File: src/design/wdrt_regs.svh
// Register map, field positions and timing constants of the supervision timer
`ifndef WDRT_REGS_SVH
`define WDRT_REGS_SVH

`define WDRT_ADDR_W         4
`define WDRT_OFF_CTRL       4'h0
`define WDRT_OFF_RESTART    4'h4
`define WDRT_OFF_STATUS     4'h8

`define WDRT_CTRL_EN_BIT    0
`define WDRT_CTRL_LOCK_BIT  1
`define WDRT_CTRL_SEL_LO    2
`define WDRT_CTRL_SEL_HI    4
`define WDRT_STAT_RUN_BIT   24
`define WDRT_STAT_LOCK_BIT  25
`define WDRT_STAT_FIRE_BIT  26

`define WDRT_SEL_W          3
`define WDRT_SEL_MAX        3'h7
`define WDRT_SEL_SHIFT_MUL  2
`define WDRT_SEL_SHIFT_BASE 6

`define WDRT_RESET_VECTOR   16'h0000
`define WDRT_RESP_OKAY      2'h0
`define WDRT_RESP_SLVERR    2'h2

`define WDRT_CLK_HZ         25000000
`define WDRT_LFO_HZ         80000
`define WDRT_PULSE_NS       400
`define WDRT_CLK_NS         40
`define WDRT_PULSE_CYC      ((`WDRT_PULSE_NS + `WDRT_CLK_NS - 1) / `WDRT_CLK_NS)

`endif

File: src/design/wdrt_pkg.sv
// Types shared by the supervision timer files
package wdrt_pkg;

	typedef enum logic [3:0] {
		WDRT_ST_VECTOR = 4'h1,
		WDRT_ST_COUNT  = 4'h2,
		WDRT_ST_IDLE   = 4'h4,
		WDRT_ST_FIRE   = 4'h8
	} wdrt_state_type;

endpackage : wdrt_pkg

File: src/design/wdrt_timer.sv
// Supervision timer with AXI4-Lite control, lock and forced controller reset
`timescale 1ns/1ps
`include "wdrt_regs.svh"
module wdrt_timer #(
	parameter int CNT_W  = 20,
	parameter int CLK_HZ = `WDRT_CLK_HZ,
	parameter int LFO_HZ = `WDRT_LFO_HZ
) (
	input  wire logic                    ref_clk,
	input  wire logic                    arst_n,
	input  wire logic                    lowFreqOsc,
	input  wire logic [`WDRT_ADDR_W-1:0] s_axi_awaddr,
	input  wire logic                    s_axi_awvalid,
	output logic                         s_axi_awready,
	input  wire logic [31:0]             s_axi_wdata,
	input  wire logic [3:0]              s_axi_wstrb,
	input  wire logic                    s_axi_wvalid,
	output logic                         s_axi_wready,
	output logic [1:0]                   s_axi_bresp,
	output logic                         s_axi_bvalid,
	input  wire logic                    s_axi_bready,
	input  wire logic [`WDRT_ADDR_W-1:0] s_axi_araddr,
	input  wire logic                    s_axi_arvalid,
	output logic                         s_axi_arready,
	output logic [31:0]                  s_axi_rdata,
	output logic [1:0]                   s_axi_rresp,
	output logic                         s_axi_rvalid,
	input  wire logic                    s_axi_rready,
	output logic                         forceReset,
	output logic                         pcLoad,
	output logic [15:0]                  bootAddr,
	output logic                         extRstPinOut,
	output logic                         extRstPinOe
);

	localparam int PULSE_A = `WDRT_PULSE_CYC;
	localparam int SHIFT_TOP = `WDRT_SEL_SHIFT_MUL * `WDRT_SEL_MAX + `WDRT_SEL_SHIFT_BASE;
	localparam int FIRE_TAIL = PULSE_A - 7;

	// Sync plus edge detect need several system clocks per oscillator period
	if (CNT_W < SHIFT_TOP || CNT_W > `WDRT_STAT_RUN_BIT) begin : g_bad_cnt_w
		$error("CNT_W must cover the longest interval and fit the status field");
	end
	if (CLK_HZ < 4 * LFO_HZ) begin : g_bad_clk
		$error("System clock too slow to sample the oscillator");
	end

	// Terminal count of the selected interval: 4^sel times 64 ticks
	function automatic logic [CNT_W-1:0] wdrtLimit(input logic [`WDRT_SEL_W-1:0] sel);
		logic [CNT_W:0] one;
		one = (CNT_W+1)'(1);
		return CNT_W'((one << (`WDRT_SEL_SHIFT_MUL * sel + `WDRT_SEL_SHIFT_BASE)) - (CNT_W+1)'(1));
	endfunction : wdrtLimit

	logic                        lfoTick;
	wdrt_pkg::wdrt_state_type    state_reg;
	wdrt_pkg::wdrt_state_type    state_next;
	logic [CNT_W-1:0]            count_reg;
	logic                        enable_reg;
	logic                        lock_reg;
	logic [`WDRT_SEL_W-1:0]      sel_reg;
	logic [7:0]                  pulse_reg;
	logic                        awHeld_reg;
	logic                        wHeld_reg;
	logic [`WDRT_ADDR_W-1:0]     awAddr_reg;
	logic [31:0]                 wData_reg;
	logic [3:0]                  wStrb_reg;
	logic                        wrFire;
	logic                        ctrlWr;
	logic                        restartWr;
	logic                        overflow;

	wdrt_tick_sync u_tick (
		.ref_clk   (ref_clk),
		.arst_n    (arst_n),
		.lowFreqOsc(lowFreqOsc),
		.lfoTick   (lfoTick)
	);

	// Write side: address and data taken in either order, answer after both
	assign s_axi_awready = !awHeld_reg && !s_axi_bvalid;
	assign s_axi_wready  = !wHeld_reg && !s_axi_bvalid;
	assign wrFire        = awHeld_reg && wHeld_reg && !s_axi_bvalid;

	always_ff @(posedge ref_clk or negedge arst_n) begin
		if (!arst_n) begin
			awHeld_reg <= 1'b0;
			wHeld_reg  <= 1'b0;
			awAddr_reg <= '0;
			wData_reg  <= 32'h0000_0000;
			wStrb_reg  <= 4'h0;
		end else begin
			if (s_axi_awvalid && s_axi_awready) begin
				awHeld_reg <= 1'b1;
				awAddr_reg <= s_axi_awaddr;
			end else if (wrFire) begin
				awHeld_reg <= 1'b0;
			end
			if (s_axi_wvalid && s_axi_wready) begin
				wHeld_reg <= 1'b1;
				wData_reg <= s_axi_wdata;
				wStrb_reg <= s_axi_wstrb;
			end else if (wrFire) begin
				wHeld_reg <= 1'b0;
			end
		end
	end

	always_ff @(posedge ref_clk or negedge arst_n) begin
		if (!arst_n) begin
			s_axi_bvalid <= 1'b0;
			s_axi_bresp  <= `WDRT_RESP_OKAY;
		end else if (wrFire) begin
			s_axi_bvalid <= 1'b1;
			s_axi_bresp  <= (awAddr_reg == `WDRT_OFF_CTRL || awAddr_reg == `WDRT_OFF_RESTART)
				? `WDRT_RESP_OKAY : `WDRT_RESP_SLVERR;
		end else if (s_axi_bready) begin
			s_axi_bvalid <= 1'b0;
		end
	end

	assign ctrlWr    = wrFire && awAddr_reg == `WDRT_OFF_CTRL && wStrb_reg[0];
	assign restartWr = wrFire && awAddr_reg == `WDRT_OFF_RESTART;

	// Read side: one outstanding read, data registered
	assign s_axi_arready = !s_axi_rvalid;

	always_ff @(posedge ref_clk or negedge arst_n) begin
		if (!arst_n) begin
			s_axi_rvalid <= 1'b0;
			s_axi_rdata  <= 32'h0000_0000;
			s_axi_rresp  <= `WDRT_RESP_OKAY;
		end else if (s_axi_arvalid && s_axi_arready) begin
			s_axi_rvalid <= 1'b1;
			s_axi_rresp  <= `WDRT_RESP_OKAY;
			s_axi_rdata  <= 32'h0000_0000;
			case (s_axi_araddr)
				`WDRT_OFF_CTRL: begin
					s_axi_rdata[`WDRT_CTRL_EN_BIT]                    <= enable_reg;
					s_axi_rdata[`WDRT_CTRL_LOCK_BIT]                  <= lock_reg;
					s_axi_rdata[`WDRT_CTRL_SEL_HI:`WDRT_CTRL_SEL_LO]  <= sel_reg;
				end
				`WDRT_OFF_RESTART: begin
					s_axi_rdata <= 32'h0000_0000;
				end
				`WDRT_OFF_STATUS: begin
					s_axi_rdata[CNT_W-1:0]            <= count_reg;
					s_axi_rdata[`WDRT_STAT_RUN_BIT]   <= state_reg == wdrt_pkg::WDRT_ST_COUNT;
					s_axi_rdata[`WDRT_STAT_LOCK_BIT]  <= lock_reg;
					s_axi_rdata[`WDRT_STAT_FIRE_BIT]  <= forceReset;
				end
				default: begin
					s_axi_rresp <= `WDRT_RESP_SLVERR;
				end
			endcase
		end else if (s_axi_rready) begin
			s_axi_rvalid <= 1'b0;
		end
	end

	// Configuration; defaults come back whenever the vector state is passed
	always_ff @(posedge ref_clk or negedge arst_n) begin
		if (!arst_n) begin
			enable_reg <= 1'b1;
			lock_reg   <= 1'b0;
			sel_reg    <= `WDRT_SEL_MAX;
		end else if (state_reg == wdrt_pkg::WDRT_ST_VECTOR) begin
			enable_reg <= 1'b1;
			lock_reg   <= 1'b0;
			sel_reg    <= `WDRT_SEL_MAX;
		end else if (ctrlWr && !lock_reg) begin
			enable_reg <= wData_reg[`WDRT_CTRL_EN_BIT] | wData_reg[`WDRT_CTRL_LOCK_BIT];
			lock_reg   <= wData_reg[`WDRT_CTRL_LOCK_BIT];
			sel_reg    <= wData_reg[`WDRT_CTRL_SEL_HI:`WDRT_CTRL_SEL_LO];
		end
	end

	assign overflow = state_reg == wdrt_pkg::WDRT_ST_COUNT && lfoTick && count_reg >= wdrtLimit(sel_reg);

	always_comb begin
		state_next = state_reg;
		case (state_reg)
			wdrt_pkg::WDRT_ST_VECTOR: state_next = wdrt_pkg::WDRT_ST_COUNT;
			wdrt_pkg::WDRT_ST_COUNT: begin
				if (overflow && !restartWr)
					state_next = wdrt_pkg::WDRT_ST_FIRE;
				else if (!enable_reg)
					state_next = wdrt_pkg::WDRT_ST_IDLE;
			end
			wdrt_pkg::WDRT_ST_IDLE: begin
				if (enable_reg)
					state_next = wdrt_pkg::WDRT_ST_COUNT;
			end
			wdrt_pkg::WDRT_ST_FIRE: begin
				if (pulse_reg == 8'h01)
					state_next = wdrt_pkg::WDRT_ST_VECTOR;
			end
			default: state_next = wdrt_pkg::WDRT_ST_VECTOR;
		endcase
	end

	always_ff @(posedge ref_clk or negedge arst_n) begin
		if (!arst_n)
			state_reg <= wdrt_pkg::WDRT_ST_VECTOR;
		else
			state_reg <= state_next;
	end

	// Restart beats a coinciding tick, so a late restart is never lost
	always_ff @(posedge ref_clk or negedge arst_n) begin
		if (!arst_n) begin
			count_reg <= '0;
		end else if (restartWr || state_reg != wdrt_pkg::WDRT_ST_COUNT) begin
			count_reg <= '0;
		end else if (lfoTick) begin
			count_reg <= count_reg + CNT_W'(1);
		end
	end

	always_ff @(posedge ref_clk or negedge arst_n) begin
		if (!arst_n) begin
			pulse_reg  <= 8'h00;
			forceReset <= 1'b0;
		end else if (state_reg == wdrt_pkg::WDRT_ST_COUNT && state_next == wdrt_pkg::WDRT_ST_FIRE) begin
			pulse_reg  <= 8'(PULSE_A);
			forceReset <= 1'b1;
		end else if (state_reg == wdrt_pkg::WDRT_ST_FIRE && pulse_reg == 8'h01) begin
			pulse_reg  <= 8'h00;
			forceReset <= 1'b0;
		end else if (pulse_reg != 8'h00) begin
			pulse_reg <= pulse_reg - 8'h01;
		end
	end

	always_ff @(posedge ref_clk or negedge arst_n) begin
		if (!arst_n) begin
			pcLoad   <= 1'b0;
			bootAddr <= `WDRT_RESET_VECTOR;
		end else begin
			// Reset release lands in the vector state without a transition
			pcLoad   <= state_next == wdrt_pkg::WDRT_ST_VECTOR
				|| (state_reg == wdrt_pkg::WDRT_ST_VECTOR && !pcLoad);
			bootAddr <= `WDRT_RESET_VECTOR;
		end
	end

	// Pin is left to its own pull-up; timer resets stay internal
	assign extRstPinOut = 1'b0;
	assign extRstPinOe  = 1'b0;
endmodule : wdrt_timer

File: src/design/wdrt_tick_sync.sv
// Oscillator edge synchroniser producing a one-cycle counting enable
`timescale 1ns/1ps
module wdrt_tick_sync (
	input  wire logic ref_clk,
	input  wire logic arst_n,
	input  wire logic lowFreqOsc,
	output logic      lfoTick
);

	logic syncA_reg;
	logic syncB_reg;
	logic syncC_reg;

	// First stage feeds only the second one
	always_ff @(posedge ref_clk or negedge arst_n) begin
		if (!arst_n) begin
			syncA_reg <= 1'b0;
			syncB_reg <= 1'b0;
			syncC_reg <= 1'b0;
		end else begin
			syncA_reg <= lowFreqOsc;
			syncB_reg <= syncA_reg;
			syncC_reg <= syncB_reg;
		end
	end

	always_ff @(posedge ref_clk or negedge arst_n) begin
		if (!arst_n) begin
			lfoTick <= 1'b0;
		end else begin
			lfoTick <= syncB_reg & ~syncC_reg;
		end
	end

endmodule : wdrt_tick_sync

File: config.mk
export PLATFORM = sky130hd
export DESIGN_NAME = wdrt_timer
export DESIGN_NICKNAME = d
export VERILOG_FILES = /design/src/design/wdrt_pkg.sv /design/src/design/wdrt_timer.sv /design/src/design/wdrt_tick_sync.sv
export VERILOG_INCLUDE_DIRS = /design/src /design/src/design
export SDC_FILE = /design/constraint.sdc
export NUM_CORES = 1
export LEC_CHECK = 0
export BUFFER_PORTS_ARGS = -buffer_cell sky130_fd_sc_hd__buf_2
export CORE_MARGIN = 1.5
export CORE_UTILIZATION = 55
export CTS_BUF_LIST = sky130_fd_sc_hd__clkbuf_2 sky130_fd_sc_hd__clkbuf_4 sky130_fd_sc_hd__clkbuf_8
export DETAILED_ROUTE_END_ITERATION = 8
export PLACE_DENSITY = 0.87
export SYNTH_ARGS = -nofsm -noshare
export SYNTH_HDL_FRONTEND = slang
export SYNTH_HIERARCHICAL = 1
export SYNTH_SLANG_ARGS = --single-unit
File: constraint.sdc
create_clock -name ref_clk -period 3.75 [get_ports ref_clk]
set_clock_uncertainty 0.1 [all_clocks]
set_input_delay 0.1875 -clock ref_clk [delete_from_list [all_inputs] [get_ports ref_clk]]
set_output_delay 0.1875 -clock ref_clk [all_outputs]
set_load 0.01 [all_outputs]
### Word-level counts from Yosys, hierarchy flattened

Index checks and enable logic that the tools add are counted.

| storage, ports and cells | value |
|---|---|
| logic and storage cells | 111 |
| input port bits | 52 |
| flip-flop bits (word level) | 84 |
| output and inout bits | 61 |

| cells by class | value |
|---|---|
| equality and inequality tests | 11 |
| reductions and logical operators | 39 |
| bitwise logic cells | 3 |
| mux-type cells | 30 |
| shift-type cells | 1 |
| magnitude comparators | 1 |
| $add $sub $neg | 4 |

Operator list:

| operator | number |
|---|---|
| two-way mux 20 bit | 2 |
| two-way mux 8 bit | 3 |
| adder 20 x 1 -> 20 bit (second input constant) | 1 |
| greater-or-equal comparator 20 bit | 1 |
| left shift 1 x 5 -> 20 bit (first input constant) | 1 |
| subtractor 20 x 1 -> 20 bit (second input constant) | 1 |
| logical AND 1 bit | 17 |
| two-way mux 4 bit | 4 |
| case mux 4 bit (4 select lines) | 1 |
| two-way mux 15 bit | 1 |
| nonzero test 2 bit | 7 |
| two-way mux 1 bit | 13 |
| == test 4 x 3 -> 1 bit (second input constant) | 3 |
| == test 4 bit (second input constant) | 3 |
| case mux 5 bit (2 select lines) | 1 |
| two-way mux 3 bit | 3 |
| == test 4 x 1 -> 1 bit (second input constant) | 2 |
| == test 8 x 1 -> 1 bit (second input constant) | 1 |
| zero test 4 bit | 2 |
| nonzero test 8 bit | 1 |
| subtractor 8 x 1 -> 8 bit (second input constant) | 1 |
| zero test 1 bit | 7 |
| adder 4 x 3 -> 5 bit (second input constant) | 1 |
| == test 4 x 2 -> 1 bit (second input constant) | 1 |
| 8 further kinds | 11 |

### Depth between registers and ports, before layout

Gate-level depths: netlist (run 1).

| logic depth | value |
|---|---|
| word-level depth | 11 |
| mapped depth | 13 |
| gate-level depth less buffers | 12 |

### Cells and area by module

Netlist (run 1), hierarchy kept.

Modules (own cells, without submodules):

| module | sequential area each (µm²) | cells each | times used | area an instance (µm²) |
|---|---|---|---|---|
| wdrt_timer | 1958.1 | 401 | 1 | 4132.7 |
| wdrt_tick_sync | 100.1 | 5 | 1 | 113.9 |

### Worst setup path after synthesis (run 1)

OpenSTA, ideal clock, no wires.

| path | value |
|---|---|
| path type | register to register |
| from | reg sel_reg[1] |
| to | reg pulse_reg[1] |
| slack | 1024 ps |
| arrival time | 2502 ps |
| path buffers | 2 |
| setup time | 124 ps |
| stages on the path, launching flop included | 12 |
| data required time | 3526 ps |
| period minus slack after synthesis | 2726 ps |
| cell sequence | dfstp_2 clkbuf_1 nor2_1 mux2_2 ha_1 nand4_1 a211oi_1 a2111oi_0 o21ai_0 a32o_2 buf_6 a211o_1 |

| between the ends | value |
|---|---|
| word-level cells in the longest chain between the ends | 11 |
| elaborated cells between the ends (all ways) | 12 |
| those cells by class | add/sub (2); order compare (1); eq/ne (1); shift (1); mux (3); reduce/logical (4) |

Ends and longest elaborated chain:

| element | line | RTL |
|---|---|---|
| start, declared | wdrt_timer.sv:61 | `` logic [`WDRT_SEL_W-1:0] sel_reg; `` |
| start signal, assigned | wdrt_timer.sv:166 | `` sel_reg <= `WDRT_SEL_MAX; `` |
| start signal, assigned | wdrt_timer.sv:170 | `` sel_reg <= `WDRT_SEL_MAX; `` |
| start signal, assigned | wdrt_timer.sv:174 | `` sel_reg <= wData_reg[`WDRT_CTRL_SEL_HI:`WDRT_CTRL_SEL_LO]; `` |
| adder 4 x 3 -> 5 bit (no line) * | -- |  |
| left shift 1 x 5 -> 20 bit * | wdrt_timer.sv:52 | `` return CNT_W'((one << (`WDRT_SEL_SHIFT_MUL * sel + `WDRT_SEL_SHIFT_BASE)) - (CNT_W+1)'(1)); `` |
| subtractor 20 x 1 -> 20 bit * | wdrt_timer.sv:52 |  |
| greater-or-equal comparator 20 bit * | wdrt_timer.sv:178 | `assign overflow = state_reg == wdrt_pkg::WDRT_ST_COUNT && lfoTick && count_reg >= wdrtLimit(sel_reg);` |
| logical AND 1 bit * | wdrt_timer.sv:178 |  |
| logical AND 1 bit * | wdrt_timer.sv:185 | `if (overflow && !restartWr)` |
| two-way mux 4 bit * | wdrt_timer.sv:185 |  |
| case mux 4 bit (4 select lines) * | wdrt_timer.sv:182 | `case (state_reg)` |
| == test 4 bit * | wdrt_timer.sv:224 | `end else if (state_reg == wdrt_pkg::WDRT_ST_COUNT && state_next == wdrt_pkg::WDRT_ST_FIRE) begin` |
| logical AND 1 bit * | wdrt_timer.sv:224 |  |
| nonzero test 3 bit (no line) / two-way mux 8 bit (equally long branches) | -- |  |
| end signal, assigned | wdrt_timer.sv:225 | `pulse_reg <= 8'(PULSE_A);` |
| end signal, assigned | wdrt_timer.sv:231 | `pulse_reg <= pulse_reg - 8'h01;` |
| end, declared | wdrt_timer.sv:62 | `logic [7:0] pulse_reg;` |

Mark *: on every way between the ends. The rest lies on a longest branch, timed or not.
A chain may end at the register's enable or synchronous reset.

### Worst setup path after layout (run 1)

| path | value |
|---|---|
| from | reg sel_reg[1] |
| to | reg state_reg[3] |

| between the ends | value |
|---|---|
| word-level cells in the longest chain between the ends | 8 |

Ends and longest elaborated chain:

| element | line | RTL |
|---|---|---|
| adder 4 x 3 -> 5 bit (no line) | -- |  |
| left shift 1 x 5 -> 20 bit | wdrt_timer.sv:52 |  |
| subtractor 20 x 1 -> 20 bit | wdrt_timer.sv:52 |  |
| greater-or-equal comparator 20 bit | wdrt_timer.sv:178 |  |
| logical AND 1 bit | wdrt_timer.sv:178 |  |
| logical AND 1 bit | wdrt_timer.sv:185 |  |
| two-way mux 4 bit | wdrt_timer.sv:185 |  |
| case mux 4 bit (4 select lines) | wdrt_timer.sv:182 |  |
| via state_next[3] | wdrt_timer.sv:57 | `wdrt_pkg::wdrt_state_type state_next;` |
| end signal, assigned | wdrt_timer.sv:204 | `state_reg <= wdrt_pkg::WDRT_ST_VECTOR;` |
| end signal, assigned | wdrt_timer.sv:206 | `state_reg <= state_next;` |
| end, declared | wdrt_timer.sv:56 | `wdrt_pkg::wdrt_state_type state_reg;` |

The timed path passes the listed nets, and every way through them passes these cells.

==> impl_metrics.toml, run 1 <==
[synthesis]
syn_area_per_cell_um2 = 10.46
ys_seq_elements = 82
yosys.cell_count.top_type = "dfrtp_1"
synthTopCellsByCount = "dfrtp_1, nand2_1, nor2_1"
synth_edf_count = 0
syn-cell-area_mm2 = 0.004247
ys_seq_area_frac = 0.4847
synth_top_area_cell = "dfrtp_1"
synth_top_cell_area_share = 0.4537
netlist_instances = 406
synth_cell_types = 54
synthFlopType = "dfrtp_1"
synthArstFlopShare = 1.000
yosysWarnings = 6
ys_top_cells_by_area = "dfrtp_1, ha_1, buf_4"

[critical_path]
crit_path_end_kind = "register"
slowest_stage = "dfstp_2"
cp.arrival_ps = 3010
crit_path_frequent_cell = "o21ai_0"
crit_type = "register to register"
cp.required_ps = 3890
cp-endpoint = "state_reg[3]"
crit_start = "sel_reg[1]"
rr_endpoint = "state_reg[3]"
reg2reg_slack_ps = 880
r2r-start = "sel_reg[1]"
cp_max_fo = 12
critPathLaunchType = "register"
critical-path-max-stage-delay_ps = 640
ff2ff_path_depth = 9
path_cells = "and2_1 > o21ai_0 > ha_1 > nand4_1 > a211oi_1 > a2111oi_0 > o21ai_0 > a32o_2 > or2_2"

[final_layout]
seqCellArea_mm2 = 0.002058
final_cells = 575
synthToLayoutAreaGrowth_pct = 14.05
diodes = 0
finalNetCount = 545
drive_gt1_frac = 0.2059
largest_reg_flops = 23
nFillCells = 618
multi_input_area_mm2 = 0.001981

[clock_network]
path_clk_slew_ps = 80
cts_root_buf = "clkbuf_8"
clk-insertion-delay-late_ps = 360
cts_resized = 0
numCtsBuffers = 9
cts_sinks = 82
cts_tree = "yes"
ctsHoldBuffers = 14
cts_setup_buffers = 0
htree_num_levels = 3
cts_buffer_depth = 2

[hold_path]
hp-class = "primary input to register"

[place]
place_congestion = 0.8488
dp_hpwl_um = 5723
placedCellCount = 545
io_buffers = 53

[power_and_ir_drop]
p_leak_nw = 2.381
ir_worst_vdd_v = 0.0004500
p_per_area_mw_per_mm2 = 462.8

[grt]
grt_overflow = 0
grt_max_degree = 83
grt_pass1_vias = 3128
grt_usage = 0.2121
antenna_found_initial = 0
grt_pass1_wl_um = 14040

[sta]
finalSetupViolations = 0
min_period_ps = 2867
setup-tns-final_ps = 0
rsz0062_at_grt = "no"
min_period_over_period = 0.7644
fmax_mhz = 348.8
relSlewSlack = 0.3016
worst_pin_slew_ps = 1034
finalHoldViolations = 0
slew_viol_final = 0

[route]
route.vias.total = 3069
wirelength_um = 8223
detail-route-antenna-nets = 0
wl_per_cell_um = 14.30
first_pass_iters = 4
drc = 0
drtIter0Drc = 146
routed_via_density = 5.337

[floorplanning]
fp.dieH_um = 90.87
std_cell_rows = 31
core_area_mm2 = 0.007370
floorplan.initialDensity = 0.5762
io_pins = 113
die-area_mm2 = 0.008257
die-width_um = 90.87

[run]
cap_violations = 0

[outcome]
status = "finished clean"
power breakdown:
part,switching (mW),internal [mW],total (mW)
Sequential,0.100,1.00,1.10
Clock,0.317,0.394,0.711
Combinational,0.235,0.195,0.430
Total,0.652,1.59,2.24
cell usage in the layout, fill, tap and decap left out, drive strengths merged, types with 11 or more instances in the layout:
cell type,n
a21oi,11
a22o,18
buf,54
conb,32
dfrtp,77
dlygate4sd3,14
ha,22
mux2,12
nand2,34
nand3,11
nor2,36
nor3,13
o21ai,18
xor2,16
critical path: cells and delay by family (launching register included):
family                     cells  cell delay, ps
AOI/OAI and AO/OA              5            1000
adders and majority gates      1             320
DFF                            1             640
and+or+nand+nor                3             680
logic make-up (layout without fill, tap and decap cells):
logic type               after synthesis  after routing  synth area share
other                                  2             32          0.001768
AO/OA/AOI/OAI                         66             66            0.1081
AND/OR/NAND/NOR                      137            137            0.1671
XOR/XNOR                              23             23           0.04744
flip-flops                            82             82            0.4847
multiplexers                          20             20           0.05068
buffers and inverters                 54             94           0.07543
adder cells (fa/ha/maj)               22             22           0.06482
worst min-delay path by stage:
| stage | from | end | slack, ps | depth (start not counted) |
|---|---|---|---|---|
| floorplan | arst_n | awAddr_reg[0] | -210 | 0 |
| global placement | lowFreqOsc | u_tick/syncA_reg | 200 | 1 |
| detailed placement | lowFreqOsc | u_tick/syncA_reg | 200 | 1 |
| CTS | s_axi_araddr[0] | s_axi_rresp[1] | 1 | 3 |
| global route | s_axi_araddr[1] | s_axi_rresp[1] | 80 | 3 |
| finish | s_axi_araddr[0] | s_axi_rresp[1] | 10 | 3 |
per-layer routing:
layer	wire (µm)	GRT usage	vias up
met5	0	0	-
li1	-	-	1493
met3	318	0.05471	10
met4	93	0.05469	0
met1	3467	0.2497	1496
met2	4343	0.3828	70
metrics by stage:
stage	power, mW	util	setup WS [ps]	hold slack, ps	area [µm²]
3_5_place_dp	1.531	0.6073	918.8	196.8	4476
4_1_cts	2.257	0.6572	899.6	1.057	4843
5_1_grt	2.358	0.6572	777.5	82.87	4843
2_1_floorplan	1.421	-	1024	-208.1	4359
6_report	2.241	0.6572	883.3	13.16	4843
3_3_place_gp	1.504	0.6073	995.1	196.3	4476
area by class of cell:
type | count | area share
clock inverters | 6 | 0.01860
repair buffers | 68 | 0.08577
well taps | 99 | 0.02557
inverters | 10 | 0.007750
clock buffers | 10 | 0.02842
multi-input cells | 300 | 0.4089
flip-flops and latches | 82 | 0.4250
(Power assumes the default switching activity.)
==> inputs of run 2 (changes only) <==
==> constraint.sdc (replaced) <==
create_clock -name ref_clk -period 2.7 [get_ports ref_clk]
set_clock_uncertainty 0.1 [all_clocks]
set_input_delay 0.135 -clock ref_clk [delete_from_list [all_inputs] [get_ports ref_clk]]
set_output_delay 0.135 -clock ref_clk [all_outputs]
set_load 0.01 [all_outputs]
==> run 2 against run 1 <==
Combinational power is 49% higher; largest cell class unchanged; worst setup slack worse by 780 ps; critical path depth grew 1; highest routed layer unchanged.
==> impl_metrics.toml, run 2 (synthesis gave the netlist of run 1 again) <==
[outcome]
status = "finished clean"

[grt]
grt_pass1_wl_um = 14750
grt_max_degree = 83
grt_usage = 0.2254
grt_pass1_vias = 3240
grt_overflow = 0
antenna_found_initial = 0

[route]
routed_via_density = 5.442
detail-route-antenna-nets = 0
wirelength_um = 8833
route.vias.total = 3216
drc = 0
first_pass_iters = 4
wl_per_cell_um = 14.95
drtIter0Drc = 90

[clock_network]
cts_sinks = 82
htree_num_levels = 3
numCtsBuffers = 9
cts_buffer_depth = 2
cts_tree = "yes"
path_clk_slew_ps = 90
cts_root_buf = "clkbuf_8"
clk-insertion-delay-late_ps = 360

[floorplanning]
core_area_mm2 = 0.007370
floorplan.initialDensity = 0.5762
die-width_um = 90.87
io_pins = 113
fp.dieH_um = 90.87
die-area_mm2 = 0.008257
std_cell_rows = 31

[critical_path]
rr_endpoint = "pulse_reg[7]"
r2r-start = "sel_reg[2]"
crit_type = "register to register"
critPathLaunchType = "register"
crit_path_end_kind = "register"
reg2reg_slack_ps = 100
crit_path_frequent_cell = "buf_4"
cp_max_fo = 10
ff2ff_path_depth = 10
cp.required_ps = 2870
crit_family = "compound AO/OA/AOI/OAI gates"
cp.arrival_ps = 2770
path_buf_inv = 2
critical-path-max-stage-delay_ps = 550
slowest_stage = "dfstp_2"
path_cells = "buf_4 > o21ai_0 > ha_1 > nand2_1 > nor2_1 > a2111oi_2 > o21ai_1 > a32o_2 > buf_4 > nor3_1"
path_depth = 10

[place]
io_buffers = 53
dp_hpwl_um = 5940
place_congestion = 0.8268
placedCellCount = 554
placed_area_mm2 = 0.004543
post-place-ws_ps = 6.035

[run]
cap_violations = 0

[final_layout]
stdcell_area_mm2 = 0.005025
synthToLayoutAreaGrowth_pct = 18.33
final_cell_mix = "dfrtp_1, buf_2, nor2_1, nand2_1, conb_1"
drive_gt1_frac = 0.2419
diodes = 0
finalNetCount = 561
final_cells = 591
largest_reg_flops = 23
final_common_cell = "dfrtp_1"

[sta]
setup_ws_ps = 103.7
finalSetupViolations = 0
fmax_mhz = 385.2
finalHoldViolations = 0
min_period_ps = 2596
worst_pin_slew_ps = 996.8
relSlewSlack = 0.3354
min_period_over_period = 0.9616
slew_viol_final = 0
setup-tns-final_ps = 0

[power_and_ir_drop]
power_frac_clock = 0.336
power.internal_mw = 2.327
power_mw = 3.252
pwr-share-seq = 0.467
combPwrFrac = 0.197
ir_worst_vdd_v = 0.0004367
switching_share = 0.2845
power.switching_mw = 0.9252
p_per_area_mw_per_mm2 = 647.3
p_leak_nw = 2.480

[hold_path]
hp-class = "primary input to register"
hp-start = "s_axi_awvalid"
worst_hold_path.num_cells = 3
min_to = "awHeld_reg"
run 2: repair_timing:
item / in CTS / in global routing
endpoints found under the setup margin: 1 / 7
pin swaps: 2 / 2
gates resized for setup: 1 / 8
buffers inserted: 0 / 5
hold buffers: 16 / 0
hold endpoints to repair: 91 / 0
run 2: how the worst max path moves through the flow:
| stage | startpoint | to | slack (ps) |
|---|---|---|---|
| 5_1_grt | sel_reg[1] | pulse_reg[5] | -30 |
| 3_5_place_dp | sel_reg[1] | pulse_reg[7] | 6 |
| 2_1_floorplan | sel_reg[1] | pulse_reg[1] | 80 |
| 4_1_cts | sel_reg[1] | pulse_reg[6] | 60 |
| 6_report | sel_reg[2] | pulse_reg[7] | 100 |
| 3_3_place_gp | sel_reg[1] | state_reg[3] | 90 |
run 2: power by group through the flow:
stage                     clock network (mW)  registers [mW]  logic (mW)
after detailed placement                   0            1.54       0.604
after floorplan                            0            1.52       0.457
after CTS                               1.11            1.52       0.626
after global routing                    1.16            1.54       0.709
after global placement                     0            1.53       0.582
final                                   1.09            1.52       0.641
run 2: metrics by stage:
step	utilization	hold WS (ps)
floorplan	-	-260.6
CTS	0.6723	89.45
detailed placement	0.6165	147.2
global route	0.6818	158.8
finish	0.6818	106.5
global placement	0.6165	144.5
run 2: cell type report:
type,count,area (µm²)
clock buffer,10,137.6
fill,571,2345
tap,99,123.9
sequential,82,2058
timing repair buffer,84,540.5
clock inverter,6,113.9
multi-input combinational,300,2013
inverter,10,37.54
run 2: per-layer routing:
metal / share of wire / up-vias / routed length, µm / track usage
li1: - / 1524 / - / -
met1: 0.41 / 1593 / 3593 / 0.2679
met2: 0.53 / 81 / 4698 / 0.3941
met3: 0.041 / 18 / 361 / 0.03788
met4: 0.020 / 0 / 179 / 0.1094
met5: 0 / - / 0 / 0
run 2: worst reg2reg max path: stages, from the launching register on:
cell and delay, ps:
dfstp_2 550, buf_4 160, o21ai_0 110, ha_1 350
nand2_1 80, nor2_1 50, a2111oi_2 340, o21ai_1 120
a32o_2 300, buf_4 170, nor3_1 170
